## src/hdl/adctac_pkg.sv

```systemverilog
// Purpose: shared constants and types for the tracking/accumulate control
// Assumes: 8-bit register port, converter clock at 250 MHz
// Notes:   offsets are byte addresses of the register port
package adctac_pkg;
   // register offsets
   localparam logic [7:0] OFS_ACC_CFG  = 8'hba;  // accumulator config
   localparam logic [7:0] OFS_CTRL     = 8'he8;  // converter control
   localparam logic [7:0] OFS_RES_LOW  = 8'hbd;  // result low byte
   localparam logic [7:0] OFS_RES_HIGH = 8'hbe;  // result high byte
   localparam logic [7:0] OFS_LT_LOW   = 8'hc5;  // threshold low byte
   localparam logic [7:0] OFS_LT_HIGH  = 8'hc6;  // threshold high byte
   // accumulator config fields
   localparam int ACC_WIDE_BIT = 7;              // wide resolution enable
   localparam int ACC_AE_BIT   = 6;              // accumulate enable
   localparam int ACC_SJ_LSB   = 3;              // shift/justify lsb
   localparam int ACC_RPT_LSB  = 0;              // repeat count lsb
   // converter control fields
   localparam int CTL_EN_BIT    = 7;             // converter enable
   localparam int CTL_SLEEP_BIT = 6;             // tracking shutdown
   localparam int CTL_BUSY_BIT  = 4;             // busy / software start
   localparam int CTL_LT_BIT    = 3;             // below-threshold flag
   localparam int CTL_TM_BIT    = 2;             // low-power tracking
   localparam int CTL_BURST_BIT = 1;             // burst enable
   localparam int CTL_PIN_BIT   = 0;             // start from pin
   // reset values
   localparam logic [7:0] ACC_CFG_RST = 8'h00;
   localparam logic [7:0] CTRL_RST    = 8'h00;
   localparam logic [7:0] LT_RST      = 8'h00;
   // timing
   localparam int TRACK_SAR_CLKS = 3;            // low-power tracking time
   // shift/justify codes
   localparam logic [2:0] SJ_LEFT = 3'h4;        // left justified
   // sequencer states
   typedef enum logic [1:0] {
      ST_IDLE  = 2'b00,
      ST_TRACK = 2'b01,
      ST_CONV  = 2'b10,
      ST_DONE  = 2'b11
   } adctac_state_type;
   // request toward the analog core
   typedef struct packed {
      logic track;                               // sampling switch closed
      logic start;                               // one-cycle start pulse
   } adctac_core_req_type;
endpackage

```

## src/hdl/adctac_rpt.sv

```systemverilog
// Purpose: decode the burst repeat-count code into a conversion count
// Assumes: code comes from a register on the same clock
// Notes:   count registered; reserved codes give one conversion
`timescale 1ns/1ps
module adctac_rpt (
   // clock and reset
   input  wire logic       core_clk,
   input  wire logic       rstn,
   // code in, count out
   input  wire logic [2:0] code,
   output logic      [6:0] count
);
   // registered decode of the repeat code
   always_ff @(posedge core_clk or negedge rstn) begin
      if (!rstn) begin
         count <= 7'h01;
      end else begin
         unique case (code)
            3'h1:    count <= 7'h04;
            3'h2:    count <= 7'h08;
            3'h3:    count <= 7'h10;
            3'h4:    count <= 7'h20;
            3'h5:    count <= 7'h40;
            default: count <= 7'h01;   // 000 and reserved codes
         endcase
      end
   end
endmodule

```

## src/hdl/adctac_top.sv

```systemverilog
// Purpose: tracking, accumulation and formatting control of the converter
// Assumes: core answers each start with done and a 12-bit code
// Notes:   external start pin is synchronised before use
`timescale 1ns/1ps
module adctac_top (
   // clock and reset
   input  wire logic        core_clk,
   input  wire logic        rstn,
   // register port
   input  wire logic [7:0]  reg_addr,
   input  wire logic [7:0]  reg_wdata,
   input  wire logic        reg_wr,
   input  wire logic        reg_rd,
   output logic      [7:0]  reg_rdata,
   // external start pin
   input  wire logic        ext_convert_start_pin,
   // analog core
   input  wire logic        core_done,
   input  wire logic [11:0] core_code,
   output adctac_pkg::adctac_core_req_type core_req,
   output logic             wide_resolution_enable,
   output logic             lessthan_flag
);
   // software-visible registers
   logic [7:0]  acc_cfg_reg;         // accumulator configuration
   logic [7:0]  ctrl_reg;            // converter control (busy excluded)
   logic [15:0] lessthan_threshold;  // window compare value
   logic [15:0] acc_reg;             // raw accumulator
   logic        busy_reg;            // conversion sequence active
   logic        lt_reg;              // below-threshold flag
   // sequencer
   adctac_pkg::adctac_state_type state_reg;
   logic [1:0]  track_cnt_reg;       // low-power tracking counter
   logic [6:0]  conv_left_reg;       // conversions left in burst
   logic [6:0]  rpt_count;           // decoded repeat count
   logic        first_reg;           // first conversion of a burst
   // pin synchroniser and edge
   logic        pin_meta_reg;
   logic        pin_sync_reg;
   logic        pin_prev_reg;
   logic        pin_rise;
   // decoded controls
   logic        enable;
   logic        sleep;
   logic        lp_mode;
   logic        burst;
   logic        pin_mode;
   logic        wr_busy;
   logic        accum;
   logic [15:0] fmt_result;

   assign enable   = ctrl_reg[adctac_pkg::CTL_EN_BIT];
   assign sleep    = ctrl_reg[adctac_pkg::CTL_SLEEP_BIT];
   assign lp_mode  = ctrl_reg[adctac_pkg::CTL_TM_BIT];
   assign burst    = ctrl_reg[adctac_pkg::CTL_BURST_BIT];
   assign pin_mode = ctrl_reg[adctac_pkg::CTL_PIN_BIT];
   assign accum    = acc_cfg_reg[adctac_pkg::ACC_AE_BIT];
   assign wr_busy  = reg_wr && (reg_addr == adctac_pkg::OFS_CTRL) &&
                     reg_wdata[adctac_pkg::CTL_BUSY_BIT];
   assign pin_rise = pin_sync_reg && !pin_prev_reg;

   // format accumulator per shift/justify code
   function automatic logic [15:0] fmt(input logic [15:0] v,
                                       input logic [2:0]  sj,
                                       input logic        wide);
      logic [15:0] r;
      r = 16'h0000;
      unique case (sj)
         3'h0: r = v;
         3'h1: r = v >> 1;
         3'h2: r = v >> 2;
         3'h3: r = v >> 3;
         adctac_pkg::SJ_LEFT:
            r = wide ? {v[11:0], 4'h0} : {v[9:0], 6'h00};
         default: r = v;                              // reserved
      endcase
      return r;
   endfunction

   assign fmt_result = fmt(acc_reg, acc_cfg_reg[adctac_pkg::ACC_SJ_LSB +: 3],
                           acc_cfg_reg[adctac_pkg::ACC_WIDE_BIT]);

   // repeat decode
   adctac_rpt u_rpt (
      .core_clk (core_clk),
      .rstn     (rstn),
      .code     (acc_cfg_reg[adctac_pkg::ACC_RPT_LSB +: 3]),
      .count    (rpt_count)
   );

   // two-flop synchroniser and edge history on start pin
   always_ff @(posedge core_clk or negedge rstn) begin
      if (!rstn) begin
         pin_meta_reg <= 1'b0;
         pin_sync_reg <= 1'b0;
         pin_prev_reg <= 1'b0;
      end else begin
         pin_meta_reg <= ext_convert_start_pin;
         pin_sync_reg <= pin_meta_reg;
         pin_prev_reg <= pin_sync_reg;
      end
   end

   // accumulator config register, all bits stored
   always_ff @(posedge core_clk or negedge rstn) begin
      if (!rstn) begin
         acc_cfg_reg <= adctac_pkg::ACC_CFG_RST;
      end else if (reg_wr && reg_addr == adctac_pkg::OFS_ACC_CFG) begin
         acc_cfg_reg <= reg_wdata;
      end
   end

   // control register, busy bit handled by sequencer
   always_ff @(posedge core_clk or negedge rstn) begin
      if (!rstn) begin
         ctrl_reg <= adctac_pkg::CTRL_RST;
      end else if (reg_wr && reg_addr == adctac_pkg::OFS_CTRL) begin
         ctrl_reg <= reg_wdata & 8'he7;
      end
   end

   // threshold bytes
   always_ff @(posedge core_clk or negedge rstn) begin
      if (!rstn) begin
         lessthan_threshold <= {adctac_pkg::LT_RST, adctac_pkg::LT_RST};
      end else if (reg_wr) begin
         if (reg_addr == adctac_pkg::OFS_LT_HIGH) begin
            lessthan_threshold[15:8] <= reg_wdata;
         end
         if (reg_addr == adctac_pkg::OFS_LT_LOW) begin
            lessthan_threshold[7:0] <= reg_wdata;
         end
      end
   end

   // sequencer: track, convert, accumulate
   always_ff @(posedge core_clk or negedge rstn) begin
      if (!rstn) begin
         state_reg     <= adctac_pkg::ST_IDLE;
         track_cnt_reg <= 2'h0;
         conv_left_reg <= 7'h00;
         first_reg     <= 1'b0;
         busy_reg      <= 1'b0;
      end else begin
         unique case (state_reg)
            adctac_pkg::ST_IDLE: begin
               track_cnt_reg <= 2'h0;
               // start from software or pin rising edge
               if (enable && (wr_busy || (pin_mode && pin_rise))) begin
                  busy_reg      <= 1'b1;
                  first_reg     <= 1'b1;
                  conv_left_reg <= burst ? rpt_count : 7'h01;
                  if (lp_mode && !(pin_mode && pin_rise)) begin
                     state_reg <= adctac_pkg::ST_TRACK;
                  end else begin
                     state_reg <= adctac_pkg::ST_CONV;
                  end
               end
            end
            adctac_pkg::ST_TRACK: begin
               // three converter clocks of tracking
               if (track_cnt_reg ==
                   2'(adctac_pkg::TRACK_SAR_CLKS - 1)) begin
                  track_cnt_reg <= 2'h0;
                  state_reg     <= adctac_pkg::ST_CONV;
               end else begin
                  track_cnt_reg <= track_cnt_reg + 2'h1;
               end
            end
            adctac_pkg::ST_CONV: begin
               if (core_done) begin
                  first_reg     <= 1'b0;
                  conv_left_reg <= conv_left_reg - 7'h01;
                  if (conv_left_reg == 7'h01) begin
                     state_reg <= adctac_pkg::ST_DONE;
                  end else if (lp_mode) begin
                     state_reg <= adctac_pkg::ST_TRACK;
                  end
               end
            end
            adctac_pkg::ST_DONE: begin
               busy_reg  <= 1'b0;
               state_reg <= adctac_pkg::ST_IDLE;
            end
         endcase
      end
   end

   // analog core requests, tracking switch and start pulse
   always_ff @(posedge core_clk or negedge rstn) begin
      if (!rstn) begin
         core_req <= '0;
      end else begin
         core_req.start <= (state_reg != adctac_pkg::ST_CONV) &&
                           (state_reg != adctac_pkg::ST_DONE) &&
                           (((state_reg == adctac_pkg::ST_IDLE) && enable &&
                             (wr_busy || (pin_mode && pin_rise)) &&
                             !(lp_mode && !(pin_mode && pin_rise))) ||
                            ((state_reg == adctac_pkg::ST_TRACK) &&
                             (track_cnt_reg ==
                              2'(adctac_pkg::TRACK_SAR_CLKS - 1)))) ||
                           ((state_reg == adctac_pkg::ST_CONV) && core_done &&
                            conv_left_reg != 7'h01 && !lp_mode);
         if (!enable || sleep) begin
            core_req.track <= 1'b0;
         end else if (state_reg == adctac_pkg::ST_CONV) begin
            core_req.track <= 1'b0;
         end else if (lp_mode && pin_mode) begin
            core_req.track <= !pin_sync_reg;
         end else if (lp_mode) begin
            core_req.track <= (state_reg == adctac_pkg::ST_TRACK);
         end else begin
            core_req.track <= 1'b1;
         end
      end
   end

   // result accumulator: load, add, or clear on zero write
   always_ff @(posedge core_clk or negedge rstn) begin
      if (!rstn) begin
         acc_reg <= 16'h0000;
      end else if (state_reg == adctac_pkg::ST_CONV && core_done) begin
         if (burst) begin
            acc_reg <= (first_reg ? 16'h0000 : acc_reg) +
                       {4'h0, core_code};
         end else if (accum) begin
            acc_reg <= acc_reg + {4'h0, core_code};
         end else begin
            acc_reg <= {4'h0, core_code};
         end
      end else if (reg_wr && reg_wdata == 8'h00 &&
                   (reg_addr == adctac_pkg::OFS_RES_LOW ||
                    reg_addr == adctac_pkg::OFS_RES_HIGH)) begin
         acc_reg <= 16'h0000;
      end
   end

   // below-threshold compare at end of conversion or burst
   always_ff @(posedge core_clk or negedge rstn) begin
      if (!rstn) begin
         lt_reg <= 1'b0;
      end else if (state_reg == adctac_pkg::ST_DONE) begin
         lt_reg <= (fmt_result < lessthan_threshold);
      end else if (state_reg == adctac_pkg::ST_IDLE && wr_busy) begin
         lt_reg <= 1'b0;
      end
   end

   // flag and mode outputs
   always_ff @(posedge core_clk or negedge rstn) begin
      if (!rstn) begin
         lessthan_flag          <= 1'b0;
         wide_resolution_enable <= 1'b0;
      end else begin
         lessthan_flag          <= lt_reg;
         wide_resolution_enable <=
            acc_cfg_reg[adctac_pkg::ACC_WIDE_BIT];
      end
   end

   // read data, one cycle after read strobe
   always_ff @(posedge core_clk or negedge rstn) begin
      if (!rstn) begin
         reg_rdata <= 8'h00;
      end else if (reg_rd) begin
         unique case (reg_addr)
            adctac_pkg::OFS_ACC_CFG:
               reg_rdata <= acc_cfg_reg & 8'hbf;
            adctac_pkg::OFS_CTRL:
               reg_rdata <= ctrl_reg | {3'h0, busy_reg, lt_reg, 3'h0};
            adctac_pkg::OFS_RES_LOW:  reg_rdata <= fmt_result[7:0];
            adctac_pkg::OFS_RES_HIGH: reg_rdata <= fmt_result[15:8];
            adctac_pkg::OFS_LT_LOW:   reg_rdata <= lessthan_threshold[7:0];
            adctac_pkg::OFS_LT_HIGH:  reg_rdata <= lessthan_threshold[15:8];
            default:                  reg_rdata <= 8'h00;
         endcase
      end else begin
         reg_rdata <= 8'h00;
      end
   end
endmodule

```

## config.mk

```make
export PLATFORM = sky130hd
export DESIGN_NAME = adctac_top
export DESIGN_NICKNAME = d
export VERILOG_FILES = /design/src/hdl/adctac_pkg.sv /design/src/hdl/adctac_rpt.sv /design/src/hdl/adctac_top.sv
export SDC_FILE = /design/constraint.sdc
export NUM_CORES = 1
export LEC_CHECK = 0
export BUFFER_PORTS_ARGS = -buffer_cell sky130_fd_sc_hd__buf_2
export CAP_MARGIN = 15
export CORE_ASPECT_RATIO = 1.5
export CORE_UTILIZATION = 46
export DETAILED_ROUTE_END_ITERATION = 16
export PLACE_DENSITY = 0.64
export SLEW_MARGIN = 5
export SYNTH_ARGS = -nofsm -noshare
export SYNTH_HDL_FRONTEND = slang
export SYNTH_SLANG_ARGS = --single-unit
export TNS_END_PERCENT = 30
```

## constraint.sdc

```tcl
create_clock -name core_clk -period 2.9 [get_ports core_clk]
set_input_delay 0.58 -clock core_clk [delete_from_list [all_inputs] [get_ports core_clk]]
set_output_delay 0.58 -clock core_clk [all_outputs]
set_load 0.1 [all_outputs]
```

==> run metrics, run 1 <==
Reg2Reg Launch Point acc_cfg_reg[3]; Slew Viols, Final 0; # hold bufs at CTS 0; design area 7240 µm²; Clock Skew 4.42 ps; final worst path period share 93.5%; antenna violations before repair 0; Max Fclk 369 MHz; CTS tree yes; Die Wd 96.9 µm; core box area 13100 µm²; largest area contributor in the netlist dfrtp_1; CP endpoint kind register; Post-DP Area 6830 µm²; clk slew on worst S/H paths 70 ps; sequential-to-total area share from yosys stat 32.7%; dpl cells 934; status completed; Synth Net Count 800; worst-skew pair later-pin latency 340 ps; CP Max Fanout 7; Max-cap violations 0; # diodes 0; routability cong. 0.998; vias per cell 6.16; Clock power frac 42.3%; commonest non-fill, non-tap cell in the layout dfrtp_1; post-synth top area share 32.2%; FF+latch count, synth 81; Yosys warning count 0; Hold Path Class primary input to async pin; IO Port Bufs 45; CTS root buffer clkbuf_16; Area Overhead vs Synth 16.6%; Static Leak 3.18 nW; # IOs 46; ANT nets after route 0; # setup viols final 0; Worst-Margin Slew 826 ps; Setup CP Type register to register; CP startpoint kind register; CTS Buf Count 9; fillers 1194; post-DP HPWL 14100 µm; relative slew slack 44.9%; drt drc 0; number of global-route vias before repair 5966; clock buffer depth 2; die area 14000 µm²; P_int 2.30 mW; RSZ-0062 raised after global routing true; Total GRT Usage 27.2%; Logic pwr share 18.9%; Power per Cell Area 448 nW/µm²; Post-synth top flop dfrtp_1; Fin. Hold Viols 0; grt ovf 0; Async SR Flop Fraction 100%; Tot Pwr 3.24 mW; setup_tns 0 ps; Final Util 55.3%; H-tree Lvls 3; FF-to-FF path depth 11; Post-layout nets 863; clk sinks 81; drt wl/cell 19.3 µm; P_sw 0.938 mW; largest net degree at the start of global routing 82; final setup margin 188 ps; row count 51; Place WS -116 ps; Sw Ratio 29.0%; Cells after Synth 723; Peak VDD IR 0.349 mV; most frequent cells in the layout dfrtp_1 (78), nor2_1 (72), nand2_1 (59), buf_2 (44); Initial Utilization 47.5%; Worst EP required 3160 ps; Post-synth EDFFs 0; hold_ws 266 ps; share of layout cells above drive strength 1 19.8%; DR vias 5851; Syn Area/Cell 8.59 µm²; WP data arrival 2970 ps; largest cells by area after synthesis dfrtp_1 (32%), ha_1 (8.3%), mux2_2 (6.9%); post-synthesis cell area 6210 µm²; final std cells w/o fill 950; Chip Height 144 µm; Reg power frac 38.8%; Yosys cell types 61; detailed-route wire length 18300 µm; first-pass GRT wire length 29900 µm; worst reg2reg setup slack 190 ps; TritonRoute pass-1 iters 5; iteration-0 DRC count of the detailed router 394; Reg2Reg Capture Point lt_reg; Period minus WS final 2710 ps
-- routing by layer --
| layer | GRT usage, % | vias to the layer above | part of all wire [%] |
|---|---|---|---|
| met4 | 14.8 | 0 | 4.2 |
| li1 | - | 2796 | - |
| met1 | 30.6 | 2802 | 39 |
| met3 | 3.77 | 52 | 4.4 |
| met2 | 49.5 | 201 | 52 |
| met5 | 0 | - | 0 |
-- cell type report --
cell class                 count  area (µm²)  share of cell area [%]
timing repair buffer          87         556                    7.67
tap                          159         199                    2.75
multi-input combinational    573        3970                    54.8
sequential                    81        2030                    28.1
inverter                      34         128                    1.76
clock inverter                 7         133                    1.83
clock buffer                   9         225                    3.11
-- critical path: stages, from the launching register on --
cell and delay, ps:
dfrtp_2 440, or2_2 310, buf_4 160, xnor2_4 150
a211oi_1 400, ha_1 320, nor2b_1 130, o21ai_0 220
nand2b_1 80, a21oi_1 170, a2111oi_2 90, nor3_1 140
-- Yosys cell counts, types with 6 or more instances --
master,number
mux2i_1,21
dfrtp_1,80
mux2_2,38
a21oi_1,41
nor2b_1,16
nand2b_1,15
o221ai_1,9
a211oi_1,12
a22oi_1,18
xor2_1,6
clkbuf_1,30
ha_1,41
nand3_1,17
o21ai_1,20
nor3_1,15
o22ai_1,8
nand2_1,59
a31oi_1,14
a21o_1,13
o21bai_1,6
nor2_1,72
inv_1,34
o21ai_0,44
xnor2_1,13
-- logic make-up after synthesis --
kind of cell,share of synthesized area [%]
buf+inv,4.29
flops,32.7
mux,10.3
xor+xnor,2.68
compound gates,23.7
simple gates,17.5
fa+ha+maj,8.90
-- power by group through the flow --
stage	clock network (mW)	logic, mW	registers, mW
after CTS	1.39	0.599	1.25
after detailed placement	0	0.591	1.28
after global placement	0	0.578	1.27
after floorplan	0	0.383	1.26
final	1.37	0.611	1.26
after global routing	1.45	0.684	1.26
-- how the worst max path moves through the flow --
stage                        start  slack [ps]  depth (start not counted)           to
floorplan           acc_cfg_reg[3]         290                         11       lt_reg
global placement    acc_cfg_reg[3]         -80                         10       lt_reg
detailed placement  acc_cfg_reg[3]        -120                         11       lt_reg
CTS                 acc_cfg_reg[3]          20                         11       lt_reg
global route             first_reg         -10                         11  acc_reg[12]
finish              acc_cfg_reg[3]         190                         11       lt_reg
-- timing repair --
item,4_1_cts,5_1_grt
endpoints found under the setup margin,1,7
buffers inserted,0,0
pin swaps,0,3
hold endpoints to repair,0,0
resized for setup,3,11
No activity file was read; power rests on OpenSTA's default activity.
==> inputs of run 2 (changes only) <==
Settings changed: BUFFER_PORTS_ARGS -buffer_cell sky130_fd_sc_hd__buf_2 to not set, DONT_BUFFER_PORTS set to 1, PLACE_DENSITY 0.64 to 0.61.
==> run 2 against run 1 <==
Clock skew increased by 4.6 ps; fmax fell by 0.30%; design area shrank 4.2%; highest routed layer unchanged; register-to-register slack about the same; wire length shrank 1.4%; global-route usage decreased by 0.73 points; sequential cell count stayed put; sequential power about the same; hold slack worse by 190 ps; sequential share of layout area is 1.2 points higher; via count is 3.1% lower; worst setup slack got worse by 8.2 ps.
==> run metrics, run 2 (synthesized netlist as in run 1, its figures left out) <==
IO Port Bufs 0; Initial Utilization 47.5%; max incr delay on CP 440 ps; Final Util 53.0%; post-DP HPWL 14000 µm; drt drc 0; CP Depth 13; clock buffer depth 2; worst-skew pair later-pin latency 350 ps; CP top delay family compound AO/OA/AOI/OAI gates; CP Max Fanout 10; Die Wd 96.9 µm; first-pass GRT wire length 29100 µm; fillers 1222; Max-cap violations 0; core box area 13100 µm²; vias per cell 6.29; Setup CP Type register to register; die area 14000 µm²; clk sinks 81; CP startpoint kind register; Slowest-stage cell, CP dfrtp_2; Area Overhead vs Synth 11.7%; clk slew on worst S/H paths 70 ps; CTS tree yes; # IOs 46; Place WS 25.5 ps; iteration-0 DRC count of the detailed router 271; DR vias 5670; Clock Skew 9.00 ps; Max Fclk 368 MHz; FF-to-FF path depth 13; status completed; CP cell instances buf_4 -> buf_4 -> mux2i_1 -> a22oi_1 -> nor2_1 -> a211oi_1 -> ha_1 -> nor2b_1 -> o21ai_0 -> nand2b_1 -> a21oi_1 -> a2111oi_2 -> nor3_1; Post-layout nets 815; Peak VDD IR 0.290 mV; Worst EP required 3170 ps; relative slew slack 41.2%; final worst path period share 93.8%; WP data arrival 2990 ps; number of global-route vias before repair 5743; Hold Path Class primary input to async pin; TritonRoute pass-1 iters 5; antenna violations before repair 0; commonest non-fill, non-tap cell in the layout dfrtp_1; largest net degree at the start of global routing 81; grt ovf 0; RSZ-0062 raised after global routing false; # diodes 0; dpl cells 885; H-tree Lvls 3; # setup viols final 0; Static Leak 2.95 nW; row count 51; CTS root buffer clkbuf_16; cell repeated most along the worst path buf_4; CTS Buf Count 9; Power per Cell Area 447 nW/µm²; detailed-route wire length 18100 µm; Tot Pwr 3.10 mW; Chip Height 144 µm; setup_tns 0 ps; final std cells w/o fill 902; drt wl/cell 20.0 µm; Total GRT Usage 26.4%; Period minus WS final 2720 ps; Worst-Margin Slew 883 ps; share of layout cells above drive strength 1 14.1%; CP endpoint kind register; routability cong. 0.898; Worst Path Buf+Inv 2; Fin. Hold Viols 0; most frequent cells in the layout dfrtp_1 (79), nor2_1 (72), nand2_1 (59), o21ai_0 (42); ANT nets after route 0; Setup Fix Bufs, Post-CTS 0; Slew Viols, Final 0; final setup margin 179 ps
## run 2: worst paths after layout
check	start	to	slack, ps
setup / recovery	acc_cfg_reg[3]	lt_reg	180
hold / removal	rstn	u_rpt.count[0]	70
setup reg to reg	acc_cfg_reg[3]	lt_reg	180
hold reg to reg	pin_meta_reg	pin_sync_reg	350
max in group asynchronous	rstn	acc_cfg_reg[3]	2430
min in group core_clk	ext_convert_start_pin	pin_meta_reg	260
## run 2: cell type report
| type | instances | area [µm²] | share of cell area [%] |
|---|---|---|---|
| clock buffer | 9 | 225 | 3.25 |
| clock inverter | 7 | 106 | 1.53 |
| inverter | 34 | 128 | 1.84 |
| multi-input combinational | 573 | 3940 | 56.8 |
| sequential | 81 | 2030 | 29.3 |
| tap | 159 | 199 | 2.87 |
| timing repair buffer | 39 | 313 | 4.51 |
## run 2: what timing repair did
action / 4_1_cts / 5_1_grt
resized for setup: 1 / 7
pin swaps: 0 / 1
setup endpoints to repair: 1 / 4
hold buffers: 1 / 0
endpoints found under the hold margin: 80 / 0
## run 2: report_power, final
| part | internal (mW) | switching, mW |
|---|---|---|
| Sequential | 1.19 | 0.0797 |
| Combinational | 0.235 | 0.312 |
| Clock | 0.772 | 0.519 |
| Total | 2.19 | 0.911 |
## run 2: metal layers
layer  global-route usage [%]  share of wire, %  vias to the layer above  routed length [µm]
met2                     48.9                52                      175                9390
met5                        0                 0                        -                   0
li1                         -                 -                     2705                   -
met4                     13.3               4.0                        0                 732
met3                     4.54               4.5                       55                 819
met1                     29.1                39                     2735                7140
## run 2: stage by stage
step                hold slack [ps]  area, µm²
CTS                            61.2       6920
detailed placement              287       6560
global placement                287       6560
global route                   54.4       6940
floorplan                       284       6210
finish                         72.1       6940
